--- src/rtl/buck1_regs_pkg.sv ---
// package: offsets, field layout and bus types for the buck1 control register bank
// assumes an axi4-lite master with 32-bit data and byte addresses
package buck1_regs_pkg;
  // printed offsets are not all multiples of four: they are word indices
  localparam logic [7:0] IDX_SLEEP = 8'h22;
  localparam logic [7:0] IDX_MODE = 8'h23;
  localparam logic [7:0] IDX_CONF = 8'h24;
  localparam logic [7:0] IDX_CONF_ALT = 8'h32;
  localparam logic [7:0] IDX_STBY = 8'h21;
  localparam int ADDR_W = 10;
  localparam int DATA_W = 32;
  localparam int REG_W = 8;
  // writable-bit masks, reserved bits are zero here
  localparam logic [7:0] MASK_VOLT = 8'h1F;
  localparam logic [7:0] MASK_MODE = 8'h2F;
  localparam logic [7:0] MASK_CONF = 8'h7D;
  localparam logic [1:0] RESP_OKAY = 2'h0;
  localparam logic [1:0] RESP_SLVERR = 2'h2;
  // step rate timing, one 25 mV step per period
  localparam int STEP_FAST_NS = 2000;
  localparam int STEP_SLOW_NS = 4000;
  localparam int CLK_NS = 10;
  localparam int STEP_FAST_CYC = STEP_FAST_NS / CLK_NS;
  localparam int STEP_SLOW_CYC = STEP_SLOW_NS / CLK_NS;

  // one register write request
  typedef struct packed {
    logic [7:0] idx;
    logic [7:0] data;
    logic we;
  } reg_wr_s;

  // decoded configuration seen by the regulator
  typedef struct packed {
    logic [4:0] standby_code;
    logic [4:0] sleep_code;
    logic off_behaviour;
    logic [3:0] switch_mode;
    logic step_rate;
    logic [1:0] phase_clock;
    logic [1:0] switch_frequency;
    logic current_limit;
  } buck1_cfg_s;
endpackage

--- src/rtl/buck1_control_registers.sv ---
// buck1 control register bank behind an axi4-lite slave
// assumes one clock; otp image is stable while aresetn is low and a cycle after
//
// The AXI4-Lite register port was left to the implementer.
`timescale 1ns/1ns
module buck1_control_registers (
  input wire logic aclk,
  input wire logic aresetn,
  input wire logic aclken,
  input wire logic [39:0] otp_image,
  input wire logic [buck1_regs_pkg::ADDR_W-1:0] s_axi_awaddr,
  input wire logic [2:0] s_axi_awprot,
  input wire logic s_axi_awvalid,
  output logic s_axi_awready,
  input wire logic [buck1_regs_pkg::DATA_W-1:0] s_axi_wdata,
  input wire logic [3:0] s_axi_wstrb,
  input wire logic s_axi_wvalid,
  output logic s_axi_wready,
  output logic [1:0] s_axi_bresp,
  output logic s_axi_bvalid,
  input wire logic s_axi_bready,
  input wire logic [buck1_regs_pkg::ADDR_W-1:0] s_axi_araddr,
  input wire logic [2:0] s_axi_arprot,
  input wire logic s_axi_arvalid,
  output logic s_axi_arready,
  output logic [buck1_regs_pkg::DATA_W-1:0] s_axi_rdata,
  output logic [1:0] s_axi_rresp,
  output logic s_axi_rvalid,
  input wire logic s_axi_rready,
  output buck1_regs_pkg::buck1_cfg_s buck1_cfg,
  output logic step_tick
);
  import buck1_regs_pkg::*;

  ////////////////////////////////////////////////////////////////////////////
  // reset sequencing: otp load runs on every enabled cycle of reset
  logic load;
  assign load = !aresetn;

  ////////////////////////////////////////////////////////////////////////////
  // write channel capture, address and data accepted in either order
  logic aw_held_r;
  logic w_held_r;
  logic [7:0] aw_idx_r;
  logic [7:0] w_data_r;
  logic w_lane_r;
  logic bvalid_r;
  logic [1:0] bresp_r;
  logic do_write;
  reg_wr_s wr;

  assign s_axi_awready = !aw_held_r && !bvalid_r;
  assign s_axi_wready = !w_held_r && !bvalid_r;
  assign do_write = aw_held_r && w_held_r && !bvalid_r;

  // address latch, word index from byte address
  always_ff @(posedge aclk) begin
    if (!aresetn) begin
      aw_held_r <= 1'b0;
      aw_idx_r <= 8'h00;
    end else if (aclken) begin
      if (s_axi_awvalid && s_axi_awready) begin
        aw_held_r <= 1'b1;
        aw_idx_r <= s_axi_awaddr[9:2];
      end else if (do_write) begin
        aw_held_r <= 1'b0;
      end
    end
  end

  // data latch, only byte lane 0 carries register bits
  always_ff @(posedge aclk) begin
    if (!aresetn) begin
      w_held_r <= 1'b0;
      w_data_r <= 8'h00;
      w_lane_r <= 1'b0;
    end else if (aclken) begin
      if (s_axi_wvalid && s_axi_wready) begin
        w_held_r <= 1'b1;
        w_data_r <= s_axi_wdata[7:0];
        w_lane_r <= s_axi_wstrb[0];
      end else if (do_write) begin
        w_held_r <= 1'b0;
      end
    end
  end

  // address decode for writes
  function automatic logic mapped(input logic [7:0] idx);
    mapped = (idx == IDX_STBY) || (idx == IDX_SLEEP) || (idx == IDX_MODE) ||
             (idx == IDX_CONF) || (idx == IDX_CONF_ALT);
  endfunction

  always_comb begin
    wr.idx = aw_idx_r;
    wr.data = w_data_r;
    wr.we = do_write && w_lane_r && mapped(aw_idx_r);
  end

  // write response, unmapped index answers slverr
  always_ff @(posedge aclk) begin
    if (!aresetn) begin
      bvalid_r <= 1'b0;
      bresp_r <= RESP_OKAY;
    end else if (aclken) begin
      if (do_write) begin
        bvalid_r <= 1'b1;
        bresp_r <= mapped(aw_idx_r) ? RESP_OKAY : RESP_SLVERR;
      end else if (s_axi_bready) begin
        bvalid_r <= 1'b0;
      end
    end
  end
  assign s_axi_bvalid = bvalid_r;
  assign s_axi_bresp = bresp_r;

  ////////////////////////////////////////////////////////////////////////////
  // register storage; both configuration offsets alias one register
  logic [7:0] stby_q;
  logic [7:0] sleep_q;
  logic [7:0] mode_q;
  logic [7:0] conf_q;

  buck1_field_reg #(.MASK(MASK_VOLT)) u_stby (
    .aclk(aclk),
    .aclken(aclken),
    .load(load),
    .otp_value(otp_image[7:0]),
    .we(wr.we && wr.idx == IDX_STBY),
    .wdata(wr.data),
    .q(stby_q)
  );

  buck1_field_reg #(.MASK(MASK_VOLT)) u_sleep (
    .aclk(aclk),
    .aclken(aclken),
    .load(load),
    .otp_value(otp_image[15:8]),
    .we(wr.we && wr.idx == IDX_SLEEP),
    .wdata(wr.data),
    .q(sleep_q)
  );

  // off behaviour bit has a fixed zero default, so otp feeds only bits 3:0
  buck1_field_reg #(.MASK(MASK_MODE)) u_mode (
    .aclk(aclk),
    .aclken(aclken),
    .load(load),
    .otp_value({4'h0, otp_image[19:16]}),
    .we(wr.we && wr.idx == IDX_MODE),
    .wdata(wr.data),
    .q(mode_q)
  );

  // phase clock defaults to zero; step rate, frequency and limit come from otp
  buck1_field_reg #(.MASK(MASK_CONF)) u_conf (
    .aclk(aclk),
    .aclken(aclken),
    .load(load),
    .otp_value(otp_image[39:32] & 8'h4D),
    .we(wr.we && (wr.idx == IDX_CONF || wr.idx == IDX_CONF_ALT)),
    .wdata(wr.data),
    .q(conf_q)
  );

  ////////////////////////////////////////////////////////////////////////////
  // decoded fields toward the regulator
  always_comb begin
    buck1_cfg.standby_code = stby_q[4:0];
    buck1_cfg.sleep_code = sleep_q[4:0];
    buck1_cfg.off_behaviour = mode_q[5]; // 0 off, 1 sleep
    buck1_cfg.switch_mode = mode_q[3:0];
    buck1_cfg.step_rate = conf_q[6];
    buck1_cfg.phase_clock = conf_q[5:4];
    buck1_cfg.switch_frequency = conf_q[3:2];
    buck1_cfg.current_limit = conf_q[0]; // 0 is 4 A, 1 is 2 A
  end

  ////////////////////////////////////////////////////////////////////////////
  // voltage-stepping pacer: one pulse per 25 mV step at the selected rate
  logic [8:0] step_cnt_r;
  logic [8:0] step_last;
  logic step_tick_r;
  assign step_last = conf_q[6] ? 9'(STEP_SLOW_CYC - 1) : 9'(STEP_FAST_CYC - 1);

  always_ff @(posedge aclk) begin
    if (!aresetn) begin
      step_cnt_r <= 9'h000;
      step_tick_r <= 1'b0;
    end else if (aclken) begin
      if (step_cnt_r >= step_last) begin
        step_cnt_r <= 9'h000;
        step_tick_r <= 1'b1;
      end else begin
        step_cnt_r <= step_cnt_r + 9'h001;
        step_tick_r <= 1'b0;
      end
    end
  end
  assign step_tick = step_tick_r;

  ////////////////////////////////////////////////////////////////////////////
  // read channel: one read at a time, data from a register
  logic rvalid_r;
  logic [31:0] rdata_r;
  logic [1:0] rresp_r;
  logic [7:0] rd_idx;
  assign s_axi_arready = !rvalid_r;
  assign rd_idx = s_axi_araddr[9:2];

  // reserved bits are already zero in storage
  always_ff @(posedge aclk) begin
    if (!aresetn) begin
      rvalid_r <= 1'b0;
      rdata_r <= 32'h0000_0000;
      rresp_r <= RESP_OKAY;
    end else if (aclken) begin
      if (s_axi_arvalid && !rvalid_r) begin
        rvalid_r <= 1'b1;
        rresp_r <= mapped(rd_idx) ? RESP_OKAY : RESP_SLVERR;
        unique case (rd_idx)
          IDX_STBY: rdata_r <= {24'h000000, stby_q};
          IDX_SLEEP: rdata_r <= {24'h000000, sleep_q};
          IDX_MODE: rdata_r <= {24'h000000, mode_q};
          IDX_CONF, IDX_CONF_ALT: rdata_r <= {24'h000000, conf_q};
          default: rdata_r <= 32'h0000_0000;
        endcase
      end else if (s_axi_rready) begin
        rvalid_r <= 1'b0;
      end
    end
  end
  assign s_axi_rvalid = rvalid_r;
  assign s_axi_rdata = rdata_r;
  assign s_axi_rresp = rresp_r;
endmodule // buck1_control_registers

--- src/rtl/buck1_field_reg.sv ---
// one 8-bit register with a writable-bit mask and an otp-loaded reset value
// assumes otp_value is stable while load is high
`timescale 1ns/1ns
module buck1_field_reg #(
  parameter logic [7:0] MASK = 8'hFF
) (
  input wire logic aclk,
  input wire logic aclken,
  input wire logic load,
  input wire logic [7:0] otp_value,
  input wire logic we,
  input wire logic [7:0] wdata,
  output logic [7:0] q
);
  logic [7:0] value_r;
  // reset is not asynchronous here, so load is a clocked take of the otp value
  always_ff @(posedge aclk) begin
    if (aclken) begin
      if (load) begin
        value_r <= otp_value & MASK;
      end else if (we) begin
        value_r <= wdata & MASK;
      end
    end
  end
  assign q = value_r;
endmodule // buck1_field_reg

--- config.mk ---
export PLATFORM = sky130hd
export DESIGN_NAME = buck1_control_registers
export DESIGN_NICKNAME = d
export VERILOG_FILES = /design/src/rtl/buck1_regs_pkg.sv /design/src/rtl/buck1_control_registers.sv /design/src/rtl/buck1_field_reg.sv
export SDC_FILE = /design/constraint.sdc
export NUM_CORES = 1
export LEC_CHECK = 0
export BUFFER_PORTS_ARGS = -buffer_cell sky130_fd_sc_hd__clkbuf_2
export CORE_ASPECT_RATIO = 0.7
export CORE_MARGIN = 2
export CORE_UTILIZATION = 44
export DETAILED_ROUTE_END_ITERATION = 16
export HOLD_SLACK_MARGIN = 0.1
export PLACE_DENSITY = 0.8
export SLEW_MARGIN = 0
export SYNTH_ARGS = -nofsm -noshare
export SYNTH_HDL_FRONTEND = slang
export SYNTH_SLANG_ARGS = --single-unit
--- constraint.sdc ---
create_clock -name aclk -period 2.34 [get_ports aclk]
set_input_delay 0.351 -clock aclk [delete_from_list [all_inputs] [get_ports aclk]]
set_output_delay 0.351 -clock aclk [all_outputs]
set_load 0.005 [all_outputs]
==> flow_summary_export.csv <==
group,metric,value,unit
detailed_routing,wl,6260,microns
finish,fin_util,0.551,
floorplanning,coreArea,0.00666,sq mm
detailed_routing,drt_iter0_drc,107,
finish,layout-drive-gt1-share,0.290,
setup_path,critPathArrivalTime,2.01,ns
floorplanning,initial_utilization,0.450,
synthesis,ys_seq_area_frac,0.470,
worst_hold_path,holdPathStages,3,
synthesis,synth-seq-cells,60,
clock_tree,cts_setup_buffers,0,
timing,finalCriticalPeriod,1.97,ns
clock_tree,clock-sinks,60,
grt,grt_remaining_overflow,0,
finish,final_common_cell,"clkbuf_2",
worst_hold_path,worst_hold_startpoint,"s_axi_awaddr[3]",
floorplanning,rows,25,
finish,nets,519,
synthesis,synth_edf_count,21,
timing,relSlewSlack,0.510,
grt,grt_use_total,0.172,
grt,grt_max_degree,31,
timing,post-route-period-util,0.844,
finish,final_cells,504,
run_status,status,"completed",
finish,final_cell_mix,"clkbuf_2, dfxtp_1, conb_1",
grt,grt_pass1_wl,9720,microns
timing,rsz0062_at_grt,"false",
synthesis,ys_async_sr_fraction,0,
grt,antenna_found_initial,0,
worst_hold_path,worstHoldPathType,"input port to flop",
detailed_routing,first_pass_iters,4,
setup_path,startpoint_type,"flop",
timing,hold_viol,0,
clock_tree,insertion_delay,0.33,ns
setup_path,worstReg2RegStart,"aw_idx_r[7]",
clock_tree,cts-root-buf,"clkbuf_8",
setup_path,r2r_cells,6,
floorplanning,die_x,103,microns
synthesis,netlist_area,0.00300,sq mm
placed_design,place.gp.congestion,0.798,
timing,slew_violations,0,
setup_path,crit_type,"flop to flop",
run,cap_violations,0,
detailed_routing,vias,2351,
floorplanning,dieArea,0.00751,sq mm
clock_tree,cts_inserted_buffers,9,
setup_path,r2r_slack,0.37,ns
timing,fmax,506,MHz
floorplanning,io_pins,173,
synthesis,synth_ff_type,"dfxtp_1",
clock_tree,cts_hold_repair.buffers,0,
detailed_routing,drc,0,
clock_tree,cts_resized,0,
finish,diodes,0,
power_and_ir_drop,ir_drop,0.355,mV
setup_path,r2r_end,"u_stby.q[2]",
finish,area_delta_synth_final,22.3,%
timing,worstMarginPinSlew,0.731,ns
clock_tree,path_clk_slew,0.07,ns
power_and_ir_drop,power_density,635,mW/mm^2
setup_path,worst-endpoint-required,2.37,ns
power_and_ir_drop,leakage,0.00163,uW
timing,finalSetupViolCount,0,
clock_tree,tritoncts,"done",
synthesis,netlist_instances,314,
clock_tree,cts_buffer_depth,2,
placed_design,dp_cells,488,
timing,finClkSkew,0.0104,ns
worst_hold_path,min_to,"aw_idx_r[1]",
detailed_routing,drt-vias-per-instance,4.66,
placed_design,port_buffers,85,
synthesis,synth.distinct_cells,45,
grt,grt_pass1_vias,2117,
synthesis,yosys_warnings,0,
setup_path,critical_path_peak_fanout,5,
floorplanning,die_y,73.1,microns
timing,finalSetupTns,0,ns
synthesis,syn_avg_cell_area,9.56,sq um
placed_design,hpwlAfterDp,4910,microns
clock_tree,h-tree-depth,3,
finish,final.fill_count,630,
detailed_routing,post_drt_wl_per_cell,12.4,microns
setup_path,worstSetupEndpointType,"flop",
detailed_routing,antenna_left,0,
stage by stage:
step | total power (uW) | area (sq um) | hold slack, ns | worst slack, ns
after CTS | 2350 | 3670 | 0.263 | 0.356
after detailed placement | 1430 | 3470 | 0.445 | 0.387
after floorplan | 1350 | 3100 | 0.449 | 0.388
after global routing | 2440 | 3670 | 0.282 | 0.247
after global placement | 1420 | 3470 | 0.448 | 0.379
final | 2330 | 3670 | 0.279 | 0.365
synth_stat cells (2+ instances only):
library cell	number	share of area
dfxtp_1	39	0.26
buf_4	27	0.068
o21ai_0	23	0.038
inv_1	22	0.028
nand2_1	22	0.028
edfxtp_1	21	0.21
nor2b_1	21	0.044
mux2i_1	20	0.067
nor2_1	20	0.025
a21oi_1	15	0.025
clkbuf_1	9	0.011
nand4_1	7	0.015
nand3_1	6	0.010
a211oi_1	5	0.013
xor2_1	5	0.015
ha_1	4	0.017
or3_1	4	0.0083
a31oi_1	3	0.0063
and3b_1	3	0.0088
buf_2	3	0.0050
nor4b_1	3	0.0088
o21a_1	3	0.0075
xnor2_1	3	0.0088
and2_1	2	0.0042
mux2_2	2	0.0075
nand2b_1	2	0.0042
o31ai_2	2	0.0083
where the power goes:
group	switching, uW	leakage [uW]	total (uW)	internal (uW)
logic	132	0.00101	249	117
clock network	376	0.000102	923	546
registers	31.3	0.000519	1160	1130
total	539	0.00163	2330	1790
cells by family (layout without fill, tap and decap cells):
kind of cell,Yosys count,in the layout,share of synthesized area
AO/OA/AOI/OAI,60,60,0.125
XOR/XNOR,8,8,0.0234
adder cells (fa/ha/maj),4,4,0.0167
buffers and inverters,62,132,0.113
flip-flops,60,60,0.470
multiplexers,22,22,0.0742
other,1,27,0.00125
AND/OR/NAND/NOR,97,97,0.176
sequential cells by signal (all words and copies together) (netlist names), 5 cells and up:
name         cells
u_stby.q         5
aw_idx_r         8
u_mode.q         5
u_sleep.q        5
s_axi_rdata      7
w_data_r         7
u_conf.q         6
step_cnt_r       9
worst max-delay path, stage by stage (launching register included):
cell and delay, ns:
dfxtp_1 0.31, nor4b_1 0.32, buf_4 0.18, nand4_1 0.13, or4_1 0.42, a21oi_1 0.16
buf_4 0.17
final cells by class:
type                    instances  area, sq um  area share
clock buffers                  12          155      0.0423
clock inverters                 4         47.5      0.0130
inverters                      22         82.6      0.0225
multi-input cells             218         1360       0.371
flip-flops and latches         60         1410       0.385
well taps                      94          118      0.0321
repair buffers                 94          493       0.134
metal layers:
layer	part of all wire	global-route usage
met1	0.48	0.228
met2	0.45	0.265
met3	0.057	0.0546
met4	0.0088	0.0637
met5	0	0
worst max path at each step:
stage	end	slack [ns]	startpoint	cells after the start
floorplan	u_stby.q[0]	0.39	aw_idx_r[7]	4
global placement	u_conf.q[4]	0.38	aw_idx_r[7]	6
detailed placement	u_stby.q[1]	0.39	aw_idx_r[7]	6
CTS	u_stby.q[2]	0.36	aw_idx_r[7]	6
global route	u_stby.q[3]	0.25	aw_idx_r[7]	6
finish	u_stby.q[2]	0.37	aw_idx_r[7]	6
Note: power is estimated with default switching activity, not from simulation.
